<file path="src/dpio_defs.svh">
// dpio_defs.svh: widths, reset values and sizes for the dual port data register.
// assumes: included by bare name from the package and the design modules.
`ifndef DPIO_DEFS_SVH
`define DPIO_DEFS_SVH

`define DPIO_WIDTH        8
`define DPIO_LATCH_RST    8'hFF
`define DPIO_STRAP_FAIL   8'h00
`define DPIO_STATUS_RST   1'b0
`define DPIO_LOG_DEPTH    32
`define DPIO_LOG_AW       5
`define DPIO_SRC_USER     1'b1
`define DPIO_SRC_HOST     1'b0

`endif

</file>
<file path="src/dpio_pkg.sv">
// dpio_pkg.sv: types shared by the dual port data register modules.
// assumes: dpio_defs.svh is on the include path.
`include "dpio_defs.svh"

package dpio_pkg;

  typedef enum logic [0:0] {
    ST_STRAP,
    ST_RUN
  } dpio_phase_t;

  typedef struct packed {
    logic latch_clk;
    logic host_port_enable_n;
    logic host_write_cmd;
    logic host_read_cmd_n;
    logic user_input_strobe_n;
    logic user_output_enable_n;
  } dpio_ctrl_t;

  typedef struct packed {
    logic user_load;
    logic user_drive;
    logic host_load;
    logic host_drive;
  } dpio_dec_t;

  typedef struct packed {
    logic                    src;
    logic [`DPIO_WIDTH-1:0]  value;
  } dpio_log_t;

endpackage

</file>
<file path="src/dpio_fifo.sv">
// dpio_fifo.sv: synchronous FIFO, width and depth by parameter, valid/ready both sides.
// assumes: single clock; ce low freezes all state.
`include "dpio_defs.svh"

module dpio_fifo #(
  parameter int WIDTH = 9,
  parameter int DEPTH = `DPIO_LOG_DEPTH,
  parameter int AW    = `DPIO_LOG_AW
) (
  input  wire logic             clk,
  input  wire logic             nrst,
  input  wire logic             ce,
  input  wire logic             in_valid,
  output logic                  in_ready,
  input  wire logic [WIDTH-1:0] in_data,
  output logic                  out_valid,
  input  wire logic             out_ready,
  output logic [WIDTH-1:0]      out_data
);

  typedef struct packed {
    logic [AW-1:0] wr;
    logic [AW-1:0] rd;
    logic [AW:0]   count;
  } dpio_fifo_st_t;

  logic [WIDTH-1:0] mem [DEPTH];
  dpio_fifo_st_t    st;
  dpio_fifo_st_t    next_st;
  logic             push;
  logic             pop;

  always_comb
  begin
    in_ready  = (st.count != (AW+1)'(DEPTH));
    out_valid = (st.count != '0);
    out_data  = mem[st.rd];
    push      = in_valid & in_ready;
    pop       = out_valid & out_ready;
    next_st   = st;
    if (push)
      next_st.wr = st.wr + 1'b1;
    if (pop)
      next_st.rd = st.rd + 1'b1;
    if (push && !pop)
      next_st.count = st.count + 1'b1;
    else if (pop && !push)
      next_st.count = st.count - 1'b1;
  end

  always_ff @(posedge clk or negedge nrst)
  begin
    if (!nrst)
      st <= '0;
    else if (ce)
      st <= next_st;
  end

  // storage carries no reset: a word is only read after it was written
  always_ff @(posedge clk)
  begin
    if (ce && push)
      mem[st.wr] <= in_data;
  end

endmodule

</file>
<file path="src/dpio_port_ctrl.sv">
// dpio_port_ctrl.sv: decodes the control pins of both ports into load and drive terms.
// assumes: all inputs synchronous to clk; status is the already combined host select.
`include "dpio_defs.svh"

module dpio_port_ctrl (
  input  wire dpio_pkg::dpio_ctrl_t ctrl,
  input  wire logic                 running,
  input  wire logic                 host_sel,
  output dpio_pkg::dpio_dec_t       dec
);

  logic host_active;

  always_comb
  begin
    host_active    = running & ~ctrl.host_port_enable_n & host_sel;
    dec.user_drive = ~ctrl.user_output_enable_n;
    dec.user_load  = running & ~ctrl.user_input_strobe_n & ctrl.latch_clk;
    dec.host_drive = host_active & ~ctrl.host_read_cmd_n & ~ctrl.host_write_cmd;
    // a low user strobe blocks host input even with the latch clock high
    dec.host_load  = host_active & ctrl.host_write_cmd & ctrl.latch_clk
                     & ctrl.user_input_strobe_n;
  end

endmodule

</file>
<file path="src/dpio_register.sv">
// dpio_register.sv: eight-bit data register shared by a host port and a user port.
// assumes: every input synchronous to clk; the latch clock is an ordinary sampled
// input; pins are split into in, out and enable and resolved outside.
`include "dpio_defs.svh"

// What this block does
// one set of eight data latches, read and written from either port
// simultaneous writes from both ports: user data wins, host write dropped
// host enable high makes the host port idle; user port unaffected
// latch clock low at start: user outputs all ones, host lines undriven
// user output enable low drives the latches onto the user lines
// low user strobe loads user lines only while latch clock is high
// low user strobe blocks every host write into the latches
// host drives latches out when enable, read and write are all low
// host stores its lines when enabled, write high, clock high, strobe high
// host activity is further gated by an internal status latch
// data crossing from one port to the other reads back inverted
// data read back on the port that wrote it is not inverted
// apart from write priority the two ports act independently
// host never raises read and write together; keeps clock low at start
module dpio_register (
  input  wire logic                   clk,
  input  wire logic                   nrst,
  input  wire logic                   ce,
  input  wire logic                   latch_clk,
  input  wire logic                   host_port_enable_n,
  input  wire logic                   host_write_cmd,
  input  wire logic                   host_read_cmd_n,
  input  wire logic                   user_input_strobe_n,
  input  wire logic                   user_output_enable_n,
  input  wire logic [`DPIO_WIDTH-1:0] user_side_data_lines_i,
  output logic [`DPIO_WIDTH-1:0]      user_side_data_lines_o,
  output logic [`DPIO_WIDTH-1:0]      user_side_data_lines_oe,
  input  wire logic [`DPIO_WIDTH-1:0] host_side_data_lines_i,
  output logic [`DPIO_WIDTH-1:0]      host_side_data_lines_o,
  output logic [`DPIO_WIDTH-1:0]      host_side_data_lines_oe,
  output logic                        log_valid,
  input  wire logic                   log_ready,
  output dpio_pkg::dpio_log_t         log_data
);

  typedef struct packed {
    dpio_pkg::dpio_phase_t   phase;
    logic [`DPIO_WIDTH-1:0]  data;
    logic [`DPIO_WIDTH-1:0]  host_view;
    logic                    status;
  } dpio_st_t;

  dpio_st_t             st;
  dpio_st_t             next_st;
  dpio_pkg::dpio_ctrl_t ctrl;
  dpio_pkg::dpio_dec_t  dec;
  dpio_pkg::dpio_log_t  log_in;
  logic                 running;
  logic                 sel_now;
  logic                 log_room;
  logic                 wr_user;
  logic                 wr_host;

  // host view is stored inverted, so the host bus reads active low
  function automatic logic [`DPIO_WIDTH-1:0] to_host(input logic [`DPIO_WIDTH-1:0] v);
    return ~v;
  endfunction

  always_comb
  begin
    ctrl.latch_clk            = latch_clk;
    ctrl.host_port_enable_n   = host_port_enable_n;
    ctrl.host_write_cmd       = host_write_cmd;
    ctrl.host_read_cmd_n      = host_read_cmd_n;
    ctrl.user_input_strobe_n  = user_input_strobe_n;
    ctrl.user_output_enable_n = user_output_enable_n;
    running                   = (st.phase == dpio_pkg::ST_RUN);
  end

  // a selecting clock edge counts in the same cycle, so a host write on the
  // first selected clock is not lost
  always_comb
  begin
    if (latch_clk)
      sel_now = ~host_port_enable_n;
    else
      sel_now = st.status;
  end

  dpio_port_ctrl u_ctrl (
    .ctrl    (ctrl),
    .running (running),
    .host_sel(sel_now),
    .dec     (dec)
  );

  // every port write into the latches is logged (the start-up load is not); a full
  // log holds off both writers so that no port write goes unrecorded
  always_comb
  begin
    wr_user = dec.user_load & log_room;
    wr_host = dec.host_load & ~dec.user_load & log_room;
  end

  always_comb
  begin
    next_st = st;
    log_in  = '0;
    case (st.phase)
      dpio_pkg::ST_STRAP:
      begin
        // latch clock high at start gives no defined state; clear instead
        if (latch_clk)
          next_st.data = `DPIO_STRAP_FAIL;
        else
          next_st.data = `DPIO_LATCH_RST;
        next_st.phase = dpio_pkg::ST_RUN;
      end
      dpio_pkg::ST_RUN:
      begin
        if (latch_clk)
          next_st.status = ~host_port_enable_n;
        if (wr_user)
        begin
          next_st.data = user_side_data_lines_i;
          log_in.src   = `DPIO_SRC_USER;
          log_in.value = user_side_data_lines_i;
        end
        else if (wr_host)
        begin
          next_st.data = to_host(host_side_data_lines_i);
          log_in.src   = `DPIO_SRC_HOST;
          log_in.value = to_host(host_side_data_lines_i);
        end
      end
      default:
      begin
        next_st.phase = dpio_pkg::ST_STRAP;
      end
    endcase
    next_st.host_view = to_host(next_st.data);
  end

  always_ff @(posedge clk or negedge nrst)
  begin
    if (!nrst)
    begin
      st.phase     <= dpio_pkg::ST_STRAP;
      st.data      <= `DPIO_LATCH_RST;
      st.host_view <= ~`DPIO_LATCH_RST;
      st.status    <= `DPIO_STATUS_RST;
    end
    else if (ce)
      st <= next_st;
  end

  dpio_fifo #(
    .WIDTH($bits(dpio_pkg::dpio_log_t)),
    .DEPTH(`DPIO_LOG_DEPTH),
    .AW   (`DPIO_LOG_AW)
  ) u_log (
    .clk      (clk),
    .nrst     (nrst),
    .ce       (ce),
    .in_valid (wr_user | wr_host),
    .in_ready (log_room),
    .in_data  (log_in),
    .out_valid(log_valid),
    .out_ready(log_ready),
    .out_data (log_data)
  );

  // the user side never looks at host controls and vice versa
  always_comb
  begin
    user_side_data_lines_o  = st.data;
    user_side_data_lines_oe = {`DPIO_WIDTH{dec.user_drive}};
    host_side_data_lines_o  = st.host_view;
    host_side_data_lines_oe = {`DPIO_WIDTH{dec.host_drive}};
  end

  // ---- checks ----

  logic [`DPIO_WIDTH-1:0] user_in_d;
  logic [`DPIO_WIDTH-1:0] host_in_d;
  logic                   user_wr_d;
  logic                   host_wr_d;

  always_ff @(posedge clk or negedge nrst)
  begin
    if (!nrst)
    begin
      user_in_d <= '0;
      host_in_d <= '0;
      user_wr_d <= 1'b0;
      host_wr_d <= 1'b0;
    end
    else
    begin
      user_in_d <= user_side_data_lines_i;
      host_in_d <= host_side_data_lines_i;
      user_wr_d <= ce & wr_user;
      host_wr_d <= ce & wr_host;
    end
  end

  a_latch_hold: assert property (
    @(posedge clk) disable iff (!nrst)
    (running && (!ce || (!dec.user_load && !dec.host_load))) |=> $stable(st.data)
  ) else $error("latches changed with no write");

  a_user_prio: assert property (
    @(posedge clk) disable iff (!nrst)
    (ce && dec.user_load && log_room && !host_port_enable_n && sel_now && host_write_cmd)
      |=> (user_side_data_lines_o == $past(user_side_data_lines_i))
  ) else $error("host write beat user write");

  a_enable_idle: assert property (
    @(posedge clk) disable iff (!nrst)
    host_port_enable_n |-> (host_side_data_lines_oe == '0) && !dec.host_load
  ) else $error("host port active while disabled");

  a_powerup_ones: assert property (
    @(posedge clk) disable iff (!nrst)
    (ce && !running && !latch_clk)
      |=> (user_side_data_lines_o == `DPIO_LATCH_RST) && running
  ) else $error("start state is not all ones");

  a_powerup_hiz: assert property (
    @(posedge clk) disable iff (!nrst)
    !running |-> (host_side_data_lines_oe == '0)
  ) else $error("host lines driven before start");

  a_user_drive: assert property (
    @(posedge clk) disable iff (!nrst)
    (user_side_data_lines_oe == {`DPIO_WIDTH{1'b1}}) == !user_output_enable_n
  ) else $error("user drive does not follow enable");

  a_user_clk: assert property (
    @(posedge clk) disable iff (!nrst)
    (ce && running && !latch_clk) |=> $stable(st.data)
  ) else $error("latch loaded with latch clock low");

  a_strobe_block: assert property (
    @(posedge clk) disable iff (!nrst)
    !user_input_strobe_n |-> !wr_host
  ) else $error("host wrote under user strobe");

  a_host_read: assert property (
    @(posedge clk) disable iff (!nrst)
    (running && !host_port_enable_n && sel_now && !host_read_cmd_n && !host_write_cmd)
      |-> (host_side_data_lines_oe == {`DPIO_WIDTH{1'b1}})
  ) else $error("host read not driven");

  a_host_store: assert property (
    @(posedge clk) disable iff (!nrst)
    (ce && running && sel_now && !host_port_enable_n && host_write_cmd && latch_clk
      && user_input_strobe_n && log_room) |=> host_wr_d
  ) else $error("host write not taken");

  a_status_gate: assert property (
    @(posedge clk) disable iff (!nrst)
    !sel_now |-> (host_side_data_lines_oe == '0) && !dec.host_load
  ) else $error("host active with status latch clear");

  a_cross_invert: assert property (
    @(posedge clk) disable iff (!nrst)
    host_wr_d |-> (user_side_data_lines_o == ~host_in_d)
  ) else $error("host data not inverted at user port");

  a_same_port: assert property (
    @(posedge clk) disable iff (!nrst)
    user_wr_d |-> (user_side_data_lines_o == user_in_d)
      && (host_side_data_lines_o == ~user_in_d)
  ) else $error("user data altered on readback");

  a_port_indep: assert property (
    @(posedge clk) disable iff (!nrst)
    (ce && dec.host_drive && !dec.user_load) |=> $stable(st.data)
  ) else $error("host read disturbed the latches");

  a_freeze: assert property (
    @(posedge clk) disable iff (!nrst)
    !ce |=> $stable(st)
  ) else $error("state moved with clock enable low");

  a_log_order: assert property (
    @(posedge clk) disable iff (!nrst)
    (ce && !log_room && (dec.user_load || dec.host_load)) |=> $stable(st.data)
  ) else $error("write taken with log full");

  // decode and start-up checks that need no helper flops

  a_host_oe_whole: assert property (
    @(posedge clk) disable iff (!nrst)
    (host_side_data_lines_oe == '0) || (host_side_data_lines_oe == '1)
  ) else $error("host drive enables split");

  a_user_oe_whole: assert property (
    @(posedge clk) disable iff (!nrst)
    (user_side_data_lines_oe == '0) || (user_side_data_lines_oe == '1)
  ) else $error("user drive enables split");

  a_view_inverse: assert property (
    @(posedge clk) disable iff (!nrst)
    host_side_data_lines_o == ~user_side_data_lines_o
  ) else $error("host view is not the inverse of the latches");

  a_user_take: assert property (
    @(posedge clk) disable iff (!nrst)
    (ce && running && !user_input_strobe_n && latch_clk && log_room)
      |=> (user_side_data_lines_o == $past(user_side_data_lines_i))
  ) else $error("user write not taken");

  a_rw_no_drive: assert property (
    @(posedge clk) disable iff (!nrst)
    (!host_read_cmd_n && host_write_cmd) |-> (host_side_data_lines_oe == '0)
  ) else $error("host drove during a write");

  a_log_push: assert property (
    @(posedge clk) disable iff (!nrst)
    (ce && (wr_user || wr_host)) |=> log_valid
  ) else $error("latch update not logged");

  a_status_set: assert property (
    @(posedge clk) disable iff (!nrst)
    (ce && running && latch_clk && !host_port_enable_n) |=> st.status
  ) else $error("status latch not set");

  a_status_clear: assert property (
    @(posedge clk) disable iff (!nrst)
    (ce && running && latch_clk && host_port_enable_n) |=> !st.status
  ) else $error("status latch not cleared");

  a_strap_zero: assert property (
    @(posedge clk) disable iff (!nrst)
    (ce && !running && latch_clk)
      |=> (user_side_data_lines_o == `DPIO_STRAP_FAIL) && running
  ) else $error("start with clock high not cleared");

  a_strap_no_write: assert property (
    @(posedge clk) disable iff (!nrst)
    !running |-> !wr_user && !wr_host
  ) else $error("write taken before start");

  a_host_load_gate: assert property (
    @(posedge clk) disable iff (!nrst)
    dec.host_load
      |-> running && !host_port_enable_n && host_write_cmd && latch_clk && user_input_strobe_n
  ) else $error("host load without its qualifiers");

endmodule

</file>
<file path="config.mk">
export PLATFORM = sky130hd
export DESIGN_NAME = dpio_register
export DESIGN_NICKNAME = d
export VERILOG_FILES = /design/src/dpio_pkg.sv /design/src/dpio_fifo.sv /design/src/dpio_port_ctrl.sv /design/src/dpio_register.sv
export VERILOG_INCLUDE_DIRS = /design/src
export SDC_FILE = /design/constraint.sdc
export NUM_CORES = 1
export LEC_CHECK = 0
export BUFFER_PORTS_ARGS = -buffer_cell sky130_fd_sc_hd__buf_2
export CORE_ASPECT_RATIO = 1.1
export CORE_MARGIN = 2
export CORE_UTILIZATION = 60
export CTS_CLUSTER_DIAMETER = 150
export DETAILED_ROUTE_END_ITERATION = 10
export PLACE_DENSITY_LB_ADDON = 0.15
export REMOVE_ABC_BUFFERS = 1
export SETUP_SLACK_MARGIN = 0.4
export SYNTH_ARGS = -nofsm -noshare
export SYNTH_HDL_FRONTEND = slang
export SYNTH_SLANG_ARGS = --single-unit
</file>
<file path="constraint.sdc">
create_clock -name clk -period 4.1 [get_ports clk]
set_input_delay 0.205 -clock clk [delete_from_list [all_inputs] [get_ports clk]]
set_output_delay 0.205 -clock clk [all_outputs]
set_load 0.01 [all_outputs]
</file>
# Yosys cells after proc, flatten, opt, wreduce, memory -nomap -nowiden
# Memory sizes are Yosys's and may differ from the RTL's.
# Index checks and enable logic that the tools add are counted.
# Widths: inputs -> output; s select.
op_classes:
  add_sub_neg: 4
  eq_ne: 1
  mux: 12
  bitwise_logic: 24
  reduce_logical: 11
op_table:
  columns: ["op", "count"]
  rows:
  - ["$mux 8", 4]
  - ["$mux 9", 2]
  - ["$not 8->8", 2]
  - ["$pmux 8 s2", 1]
  - ["$and 1x1->1", 14]
  - ["$mux 6", 2]
  - ["$add 5x1->5 const B", 2]
  - ["$reduce_and 2->1", 4]
  - ["$not 1->1", 7]
  - ["$add 6x1->6 const B", 1]
  - ["$ne 6x6->1 const B", 1]
  - ["$reduce_bool 6->1", 1]
  - ["$sub 6x1->6 const B", 1]
  - ["$logic_and 1x1->1", 3]
  - ["$mux 1", 3]
  - ["$logic_not 1->1", 2]
  - ["$reduce_bool 2->1", 1]
  - ["$or 1x1->1", 1]
totals:
  register_bits: 34
  ramBits: 288
  in_bits: 26
  out_inout_bits: 42
  wordCells: 60
  n_memories: 1
memory_table:
  columns: ["name", "words", "word_bits", "read_ports", "rd_clocked_by_memory_dff", "wr", "line", "text"]
  rows:
  - ["u_log.mem", 32, 9, 1, 0, 1, "dpio_fifo.sv:27", "logic [WIDTH-1:0] mem [DEPTH];"]

# Depth between registers and ports, before layout
# Gate-level depths: netlist (run 1).
depth:
  ltp_word: 14
  ltp_mapped: 13

# Cells and area by module
# Synthesis (run 1) repeated with hierarchy kept, for this count alone.
unflattened:
  cells_unflattened: 826
  hier_area_um2: 13573.0
by_module_without_submodules:
  columns: ["module", "n_inst", "cells_each", "area_each_um2", "seq_area_each_um2"]
  rows:
  - ["dpio_fifo", 1, 679, 12234.2, 9048.7]
  - ["dpio_register", 1, 140, 1288.7, 460.4]
  - ["dpio_port_ctrl", 1, 7, 50.0, 0.0]

# Worst setup path before layout (run 1)
# No wires, ideal clock.
synth_timing:
  path_type: "flip-flop to flip-flop"
  start: "register u_log.st[0] in the netlist's numbering"
  end: "register u_log.st[5] in the netlist's numbering"
  setup_ns: 0.080
  arrival_ns: 3.057
  t_required_ns: 4.020
  path_slack_ns: 0.963
  path_stages_with_launch: 14
  n_path_buf: 2
  synth_period_minus_slack_ns: 3.137
  cell_sequence: "dfrtp_1 nor4b_2 a21o_1 buf_4 buf_2 a21oi_1 ha_1 inv_1 ha_1 a211oi_1 nor2_1 mux2i_1 a311oi_1 xnor2_1"
synth_via:
  elab_chain_len: 8
synth_lines:
  columns: ["item", "line", "text"]
  rows:
  - ["start, declared", "dpio_fifo.sv:28", "dpio_fifo_st_t st;"]
  - ["start signal, assigned", "dpio_fifo.sv:56", "st <= next_st;"]
  - ["$ne 6x6->1", "dpio_fifo.sv:35", "in_ready = (st.count != (AW+1)'(DEPTH));"]
  - ["$and 1x1->1 (on tied branches)", "dpio_register.sv:97, dpio_register.sv:98", null]
  - ["$or 1x1->1", "dpio_register.sv:161", ".in_valid (wr_user | wr_host),"]
  - ["$and 1x1->1", "dpio_fifo.sv:38", "push = in_valid & in_ready;"]
  - ["$logic_not 1->1", "dpio_fifo.sv:47", "else if (pop && !push)"]
  - ["$logic_and 1x1->1", "dpio_fifo.sv:47", null]
  - ["$reduce_bool 2->1 (no source line)", null, null]
  - ["$reduce_and 2->1 (no source line)", null, null]
# Several ways; a longest one is shown, not always the timed one. The select of a mux whose other input is x is not followed.
# A chain may end at the register's enable or synchronous reset.

==> reports/results.ini, run 1 <==
[outcome]
status=finished clean

[critical_path]
r2r-start=running
path_cells=nand3_1 > o22ai_1 > a2111oi_1 > buf_4 > a21oi_1 > buf_2
crit_slowest_cell=a2111oi_1
endpoint_kind=output port
cp_data_arrival_time_ps=3370
path_max_fanout=29
worstRegToRegCells=5
crit_type=flop to output port
cp-startpoint=u_log.st[8]
cp-start-kind=flop
cp.required_ps=3890
max_stage_delay_ps=790

[detailed_routing]
drtAntennaViolNets=0
drc=0
first_iter_violations=908
drt-total-wl_um=29400
wl_per_cell_um=25.1
vias_per_cell=6.31
vias=7385
drt-pass1-iter-count=5

[final_layout]
final_cells=1170
area_growth_pct=11.6
nNetsFinal=888
seqCellArea_um2=9510
drive_gt1_share_pct=24.9
design_area_um2=15000
nFillCells=1444
final_util_pct=67.9
diodes=0
multiInputGateArea_um2=3490

[clock_tree]
path_clk_slew_ps=60
insertion_delay_ps=570
clockBufferDepth=3
cts_tree=built
cts_made_buffers=30
h-tree-depth=1
cts_sinks=322
clockRootBuffer=clkbuf_16

[timing]
min_period_over_period_pct=87.2
finalHoldWorstSlack_ps=22.7
setup_viol=0
fin_ws_ps=523
drv_slew=0
fin_crit_ps=3580
fmax_ghz=0.280
max-slew-margin-rel_pct=5.47
skew_ps=21.6
tightest_slew_ps=1410
rsz0062_at_grt=false
hold_viol_final=0

[grt]
grt_pass1_wl_um=45000
grt_pass1_vias=7542
gr-total-overflow=0
grt_max_degree=39
antenna_found_initial=0
track_usage_pct=25.4

[placement]
dp_hpwl_um=18600
placed_cells=1103
portBuffers=67
placed_area_um2=13900
pre_cts_ws_ps=640
place_congestion=0.874

[die]
core_area_um2=22000
start_util_pct=60.8
io_pins=68
die_h_um=161
dieArea_um2=23600
dieWidth_um=147
num_rows=57

[worst_hold_path]
hold_start=user_side_data_lines_i[3]
whs_path_depth=3
hold_class=primary input to flop

[synth]
ys_warn_count=0
syn_inst=799
synth-seq-cells=322
synthArstFlopShare_pct=10.6
synth_seq_area_share_pct=70.9
avgSynthCellArea_um2=16.8
syn-cell-area_um2=13400
synth_edf_count=288
ys_types=56
ys.flop_type=edfxtp_1

[power_and_ir_drop]
powerDensity_nw_per_um2=645
p_leak_nw=5.14
vdd_drop_max_mv=0.558

[run]
maxCapViolCount=0

## layer usage
metal | vias up | GRT usage [%] | wire, um
met5 | - | 0 | 0
met4 | 0 | 8.21 | 854
met3 | 54 | 3.58 | 2030
met2 | 362 | 42.3 | 14600
met1 | 3754 | 35.5 | 11900
li1 | 3215 | - | -
## critical path, delay by kind of cell, from the launching register on
family / cells / cell delay [ps]
compound gates: 3 / 1100
simple gates: 1 / 650
flops: 1 / 670
buf+inv: 2 / 380
## placed cells by master, fill, tap and decap left out, types with 24 or more instances in the layout
cell | Yosys | routed
mux4_2 | 54 | 54
buf_2 | 9 | 67
a21oi_1 | 35 | 35
clkbuf_16 | 0 | 30
edfxtp_1 | 288 | 288
mux2i_1 | 38 | 38
buf_4 | 39 | 24
nand2_1 | 27 | 27
dfrtp_1 | 26 | 24
nor2_1 | 79 | 70
## flip-flops by register name, indices dropped and copies added, names as in the netlist
register                count
user_side_data_lines_o      8
host_side_data_lines_o      8
st                          1
u_log.mem                 288
running                     1
u_log.st                   16
## synthesized netlist by cell type (13+ instances only)
| library cell | count | area share, % |
|---|---|---|
| a21oi_1 | 35 | 1.3 |
| a22oi_1 | 13 | 0.73 |
| buf_4 | 39 | 2.2 |
| clkbuf_1 | 24 | 0.67 |
| dfrtp_1 | 26 | 4.9 |
| edfxtp_1 | 288 | 65 |
| mux2i_1 | 38 | 2.8 |
| mux4_2 | 54 | 9.1 |
| nand2_1 | 27 | 0.76 |
| nand3_1 | 13 | 0.49 |
| nor2_1 | 79 | 2.2 |
| o21ai_0 | 13 | 0.49 |
## per-stage QoR
| stage | TNS [ps] | power [mW] |
|---|---|---|
| CTS | 0 | 9.58 |
| finish | 0 | 9.65 |
| global route | 0 | 10.0 |
| floorplan | -4160 | 5.87 |
| detailed placement | 0 | 6.82 |
| global placement | 0 | 6.75 |
## kinds of logic (layout without fill, tap and decap cells)
group | after synthesis | in the layout | synth area share [%]
XOR/XNOR | 12 | 12 | 0.784
adder cells (fa/ha/maj) | 11 | 11 | 1.08
AO/OA/AOI/OAI | 127 | 127 | 6.50
buffers and inverters | 82 | 158 | 3.53
AND/OR/NAND/NOR | 152 | 152 | 5.17
multiplexers | 93 | 93 | 12.0
flip-flops | 322 | 322 | 70.9
## area by class of cell
type / count / area share [%]
Sequential cell: 322 / 63.6
Multi-Input combinational cell: 395 / 23.3
Clock buffer: 45 / 5.73
Timing Repair Buffer: 95 / 3.90
Tap cell: 295 / 2.47
Clock inverter: 11 / 0.820
Inverter: 7 / 0.176
## final timing paths
check	to	slack, ps
min in group asynchronous	u_log.st[13]	270
setup / recovery	log_data[1]	520
max in group asynchronous	u_log.st[6]	3260
setup reg to reg	u_log.mem[8][4]	830
hold reg to reg	host_side_data_lines_o[3]	490
hold / removal	user_side_data_lines_o[3]	20
## timing repair
item / 4_1_cts / 5_1_grt
buffers inserted: 1 / 8
hold buffers: 2 / 0
pin swaps: 0 / 1
endpoints found under the setup margin: 4 / 2
gates resized for setup: 3 / 1
hold endpoints to repair: 27 / 0
## power breakdown
group,internal (mW),switching (mW),leakage [nW]
sequential,3.79,0.300,3.04
clock,1.57,1.17,0.472
combinational,1.29,1.53,1.62
total,6.65,2.99,5.14
Power figures use the tool's default switching activity.
==> inputs of run 2 (changes only) <==
BUFFER_PORTS_ARGS = unset   (was -buffer_cell sky130_fd_sc_hd__buf_2)
CORE_UTILIZATION = 55   (was 60)
DONT_BUFFER_PORTS = 1   (was unset)
==> run 2 against run 1 <==
Compared with the run above:
- fmax increased by 0.32%
- final cell count decreased by 3.0%
- utilization decreased by 5.5 points
- wire length decreased by 0.34%
- critical path depth unchanged
- final area decreased by 0.84%
- die area increased by 8.8%
- clock power increased by 1%
- register-to-register slack improved by 80 ps
- critical path type unchanged
==> reports/results.ini, run 2 (synthesis results as in run 1) <==
[outcome]
status=finished clean

[detailed_routing]
drt-total-wl_um=29300
first_iter_violations=736
wl_per_cell_um=25.8
drt-pass1-iter-count=7
vias_per_cell=6.45
vias=7316
drc=0
drtAntennaViolNets=0

[final_layout]
top_register=u_log.mem
largest_reg_flops=288
final_common_cell=edfxtp_1
final_cell_mix=edfxtp_1, nor2_1, mux4_2
drive_gt1_share_pct=19.5
reg_top3=u_log.mem: 288 flops, u_log.st: 16 flops
nNetsFinal=842
area_growth_pct=10.7
nFillCells=1661
diodes=0
design_area_um2=14800
seqCellArea_um2=9510
final_util_pct=62.4
multiInputGateArea_um2=3480
final_cells=1135

[critical_path]
ff2ff_setup_slack_ps=910
max_stage_delay_ps=750
critPathCapture=log_data[1]
crit_slowest_cell=a2111oi_1
cp.depth=6
critPathTopFamily=compound AO/OA/AOI/OAI gates
cp.required_ps=3890
r2r-start=running
cp-start-kind=flop
r2r-end=u_log.mem[9][6]
crit_top_cell=buf_4
cp_data_arrival_time_ps=3360
path_cells=buf_4 > mux2i_1 > o22ai_1 > a2111oi_1 > buf_4 > a21oi_1
worstRegToRegCells=5
path_max_fanout=29
endpoint_kind=output port
worstPathBufferInverterCount=2
crit_type=flop to output port
cp-startpoint=u_log.st[6]

[die]
start_util_pct=56.4
dieArea_um2=25600
die_h_um=168
core_area_um2=23800
dieWidth_um=153
io_pins=68
num_rows=59

[timing]
min_period_over_period_pct=87.0
tightest_slew_ps=948
rsz0062_at_grt=false
fmax_ghz=0.280
skew_ps=5.79
setup_viol=0
hold_viol_final=0
fin_crit_ps=3570
fin_setup_tns_ps=0
drv_slew=0
max-slew-margin-rel_pct=36.6

[power_and_ir_drop]
p_comb_share_pct=26.7
powerDensity_nw_per_um2=641
p_leak_nw=4.97
vdd_drop_max_mv=0.400
power.share.sequential_pct=44.0
power.internal_mw=6.53
pwr-share-clk_pct=29.3
p_sw_share_pct=31.3
p_switching_mw=2.98
power.total_mw=9.51

[clock_tree]
clockBufferDepth=3
cts_sinks=322
h-tree-depth=1
clockRootBuffer=clkbuf_16
cts_made_buffers=31
cts_tree=built
insertion_delay_ps=550
path_clk_slew_ps=60

[run]
maxCapViolCount=0

[grt]
grt_pass1_vias=7580
grt_max_degree=35
antenna_found_initial=0
gr-total-overflow=0
track_usage_pct=23.1
grt_pass1_wl_um=45200

[placement]
portBuffers=0
dp_hpwl_um=18100
placed_cells=1058
place_congestion=0.895
placed_area_um2=13600

[worst_hold_path]
hold_class=primary input to flop

run 2: changes by cell type in the layout (fill, tap and decap cells not counted), sizes merged:
cell | previous run | this run
buf | 93 | 31
bufinv | 2 | 3
clkbuf | 45 | 34
clkinv | 9 | 16
clkinvlp | 2 | 4
dlygate4sd3 | 2 | 17
inv | 5 | 8
run 2: what timing repair did:
action	CTS	global route
endpoints found under the setup margin	5	1
hold buffers	18	0
gates resized for setup	5	1
buffers inserted	1	0
hold endpoints to repair	57	0
run 2: final cells by class:
cell class	instances	area share (%)
Timing Repair Buffer	48	2.88
Multi-Input combinational cell	395	23.4
Tap cell	305	2.57
Inverter	7	0.177
Clock inverter	24	1.49
Clock buffer	34	5.31
Sequential cell	322	64.1
run 2: layer usage:
layer / wire (um) / up-vias / track usage (%) / share of wire, %
met5: 0 / - / 0 / 0
met4: 807 / 0 / 6.60 / 2.8
met3: 2380 / 62 / 4.40 / 8.1
met2: 14500 / 413 / 38.3 / 49
met1: 11600 / 3705 / 31.8 / 40
li1: - / 3136 / - / -
run 2: how the worst min path moves through the flow:
stage,from,end,slack [ps],depth (start not counted)
after global routing,user_input_strobe_n,u_log.mem[2][8],4,1
after floorplan,nrst,host_side_data_lines_o[0],-90,0
after detailed placement,nrst,u_log.st[2],-90,0
after global placement,nrst,u_log.st[2],-90,0
after CTS,user_input_strobe_n,u_log.mem[2][8],0.4,1
final,user_input_strobe_n,u_log.mem[5][8],9,1
run 2: through the flow:
step	setup WS, ps	hold WS (ps)
2_1_floorplan	-532	-90.6
4_1_cts	502	0.351
5_1_grt	418	4.14
3_3_place_gp	671	-89.7
3_5_place_dp	682	-89.6
6_report	534	9.28
run 2: power groups by stage:
stage | clock network [mW] | logic, mW | registers [mW]
4_1_cts | 2.82 | 2.54 | 4.17
3_5_place_dp | 0 | 2.42 | 4.28
5_1_grt | 2.95 | 2.71 | 4.21
6_report | 2.78 | 2.54 | 4.18
2_1_floorplan | 0 | 1.59 | 4.28
3_3_place_gp | 0 | 2.38 | 4.27
==> inputs of run 3 (changes only) <==
CELL_PAD_IN_SITES_DETAIL_PLACEMENT = 1   (was unset)
CELL_PAD_IN_SITES_GLOBAL_PLACEMENT = 2   (was unset)
CORE_UTILIZATION = 48   (was 55)
CTS_CLUSTER_SIZE = 20   (was unset)
==> run 3 against run 2 <==
Compared with the run above:
- clock power is 29% lower
- final cell count is 4.0% higher
- global-route usage is 0.055 points higher
- critical path depth stayed put
- die area is 14% higher
- register-to-register slack worse by 170 ps
- hold slack better by 19 ps
- final area is 2.1% lower
- critical path type unchanged
- sequential share of layout area is 1.4 points higher
- critical endpoint is now log_data[8]
==> reports/results.ini, run 3 (synthesis results as in run 1) <==
[critical_path]
cp-startpoint=u_log.st[7]
worstPathBufferInverterCount=2
cp.required_ps=3890
max_stage_delay_ps=880
critPathTopFamily=compound AO/OA/AOI/OAI gates
crit_slowest_cell=dfrtp_1
path_cells=buf_4 > or2_2 > o22ai_1 > a2111oi_1 > buf_4 > a21oi_1
path_max_fanout=15
crit_type=flop to output port
r2r-start=u_log.st[0]
cp_data_arrival_time_ps=3290
crit_top_cell=buf_4
endpoint_kind=output port
ff2ff_setup_slack_ps=740
cp-start-kind=flop

[die]
core_area_um2=27600
start_util_pct=48.5
dieArea_um2=29300
io_pins=68
die_h_um=179
dieWidth_um=163
num_rows=64

[grt]
gr-total-overflow=0
grt_pass1_vias=7618
grt_max_degree=35
grt_pass1_wl_um=49300
antenna_found_initial=0
track_usage_pct=23.2

[final_layout]
multiInputGateArea_um2=3450
top_register=u_log.mem
final_common_cell=edfxtp_1
area_growth_pct=8.37
final_cells=1180
nFillCells=2551
nNetsFinal=840
final_cell_mix=edfxtp_1, nor2_1, mux4_2
reg_top3=u_log.mem: 288 flops, u_log.st: 16 flops
drive_gt1_share_pct=17.9
largest_reg_flops=288
diodes=0
seqCellArea_um2=9510

[clock_tree]
cts_sinks=322
insertion_delay_ps=530
cts_tree=built
h-tree-depth=1
cts_made_buffers=20
path_clk_slew_ps=90
clockBufferDepth=3
clockRootBuffer=clkbuf_16

[detailed_routing]
drt-pass1-iter-count=4
first_iter_violations=488
drt-total-wl_um=32400
wl_per_cell_um=27.4
vias=7112
drc=0
vias_per_cell=6.03
drtAntennaViolNets=0

[timing]
min_period_over_period_pct=85.2
setup_viol=0
rsz0062_at_grt=false
max-slew-margin-rel_pct=32.0
tightest_slew_ps=1020
hold_viol_final=0
fin_setup_tns_ps=0
fin_crit_ps=3490
drv_slew=0
fmax_ghz=0.286
skew_ps=20.7

[power_and_ir_drop]
powerDensity_nw_per_um2=602
vdd_drop_max_mv=0.445
p_leak_nw=4.81

[outcome]
status=finished clean

[placement]
placed_cells=1128
portBuffers=0
dp_hpwl_um=20600
place_congestion=0.851

[worst_hold_path]
hold_class=primary input to flop
hold_start=user_side_data_lines_i[7]

[run]
maxCapViolCount=0

[run 3: cell types whose count changed in the layout (fill, tap and decap cells not counted), moves of 5 or more]
cell | before | now
buf_4 | 29 | 41
clkbuf_1 | 3 | 14
clkbuf_16 | 31 | 20
clkinv_1 | 7 | 2
clkinv_2 | 6 | 0
[run 3: timing repair]
item / 4_1_cts / 5_1_grt
hold buffers: 15 / 0
setup endpoints to repair: 1 / 1
gates resized for setup: 1 / 1
endpoints found under the hold margin: 56 / 0
setup buffers: 1 / 0
[run 3: worst reg2reg max path: stages (launching register included)]
cell,delay (ps)
dfrtp_1,480
nor4b_2,290
buf_4,220
a21o_1,490
a21oi_1,100
ha_1,280
inv_1,190
ha_1,310
o21ai_0,220
nor2_1,100
mux2i_1,130
a311oi_1,320
xnor2_1,160
[run 3: area by class of cell]
cell class                 instances  area share (%)
timing repair buffer              57            3.36
clock buffer                      34            3.81
multi-input combinational        395            23.8
inverter                           7           0.181
clock inverter                     2           0.250
tap                              363            3.13
sequential                       322            65.5
[run 3: power by group]
group	internal [mW]	leakage, nW	switching, mW	total [mW]
sequential	3.79	3.04	0.382	4.17
clock	0.943	0.280	1.04	1.98
combinational	1.15	1.48	1.44	2.59
[run 3: path summary, 6_finish.rpt]
kind | end | depth (start not counted)
worst max-delay path | log_data[8] | 6
worst min-delay path | host_side_data_lines_o[7] | 3
worst max register to register | u_log.st[5] | 12
worst min register to register | u_log.st[5] | 1
max in group asynchronous | user_side_data_lines_o[5] | 2
min in group asynchronous | u_log.st[2] | 2
[run 3: stage by stage]
step	hold WS [ps]	utilization (%)	area, um2	setup slack (ps)	power, mW
CTS	8.84	52.6	14500	513	8.85
finish	28.4	52.6	14500	606	8.74
floorplan	-90.6	-	13000	-532	5.87
detailed placement	-89.5	49.8	13800	755	6.79
global route	45.1	52.6	14500	451	9.14
global placement	-89.6	49.8	13800	876	6.71
[run 3: metal layers]
layer	up-vias	global-route usage, %	routed length (um)	share of wire (%)
li1	3117	-	-	-
met1	3773	32.1	13900	43
met2	181	39.0	16300	50
met3	41	2.52	1370	4.2
met4	0	6.86	822	2.5
met5	-	0	0	0
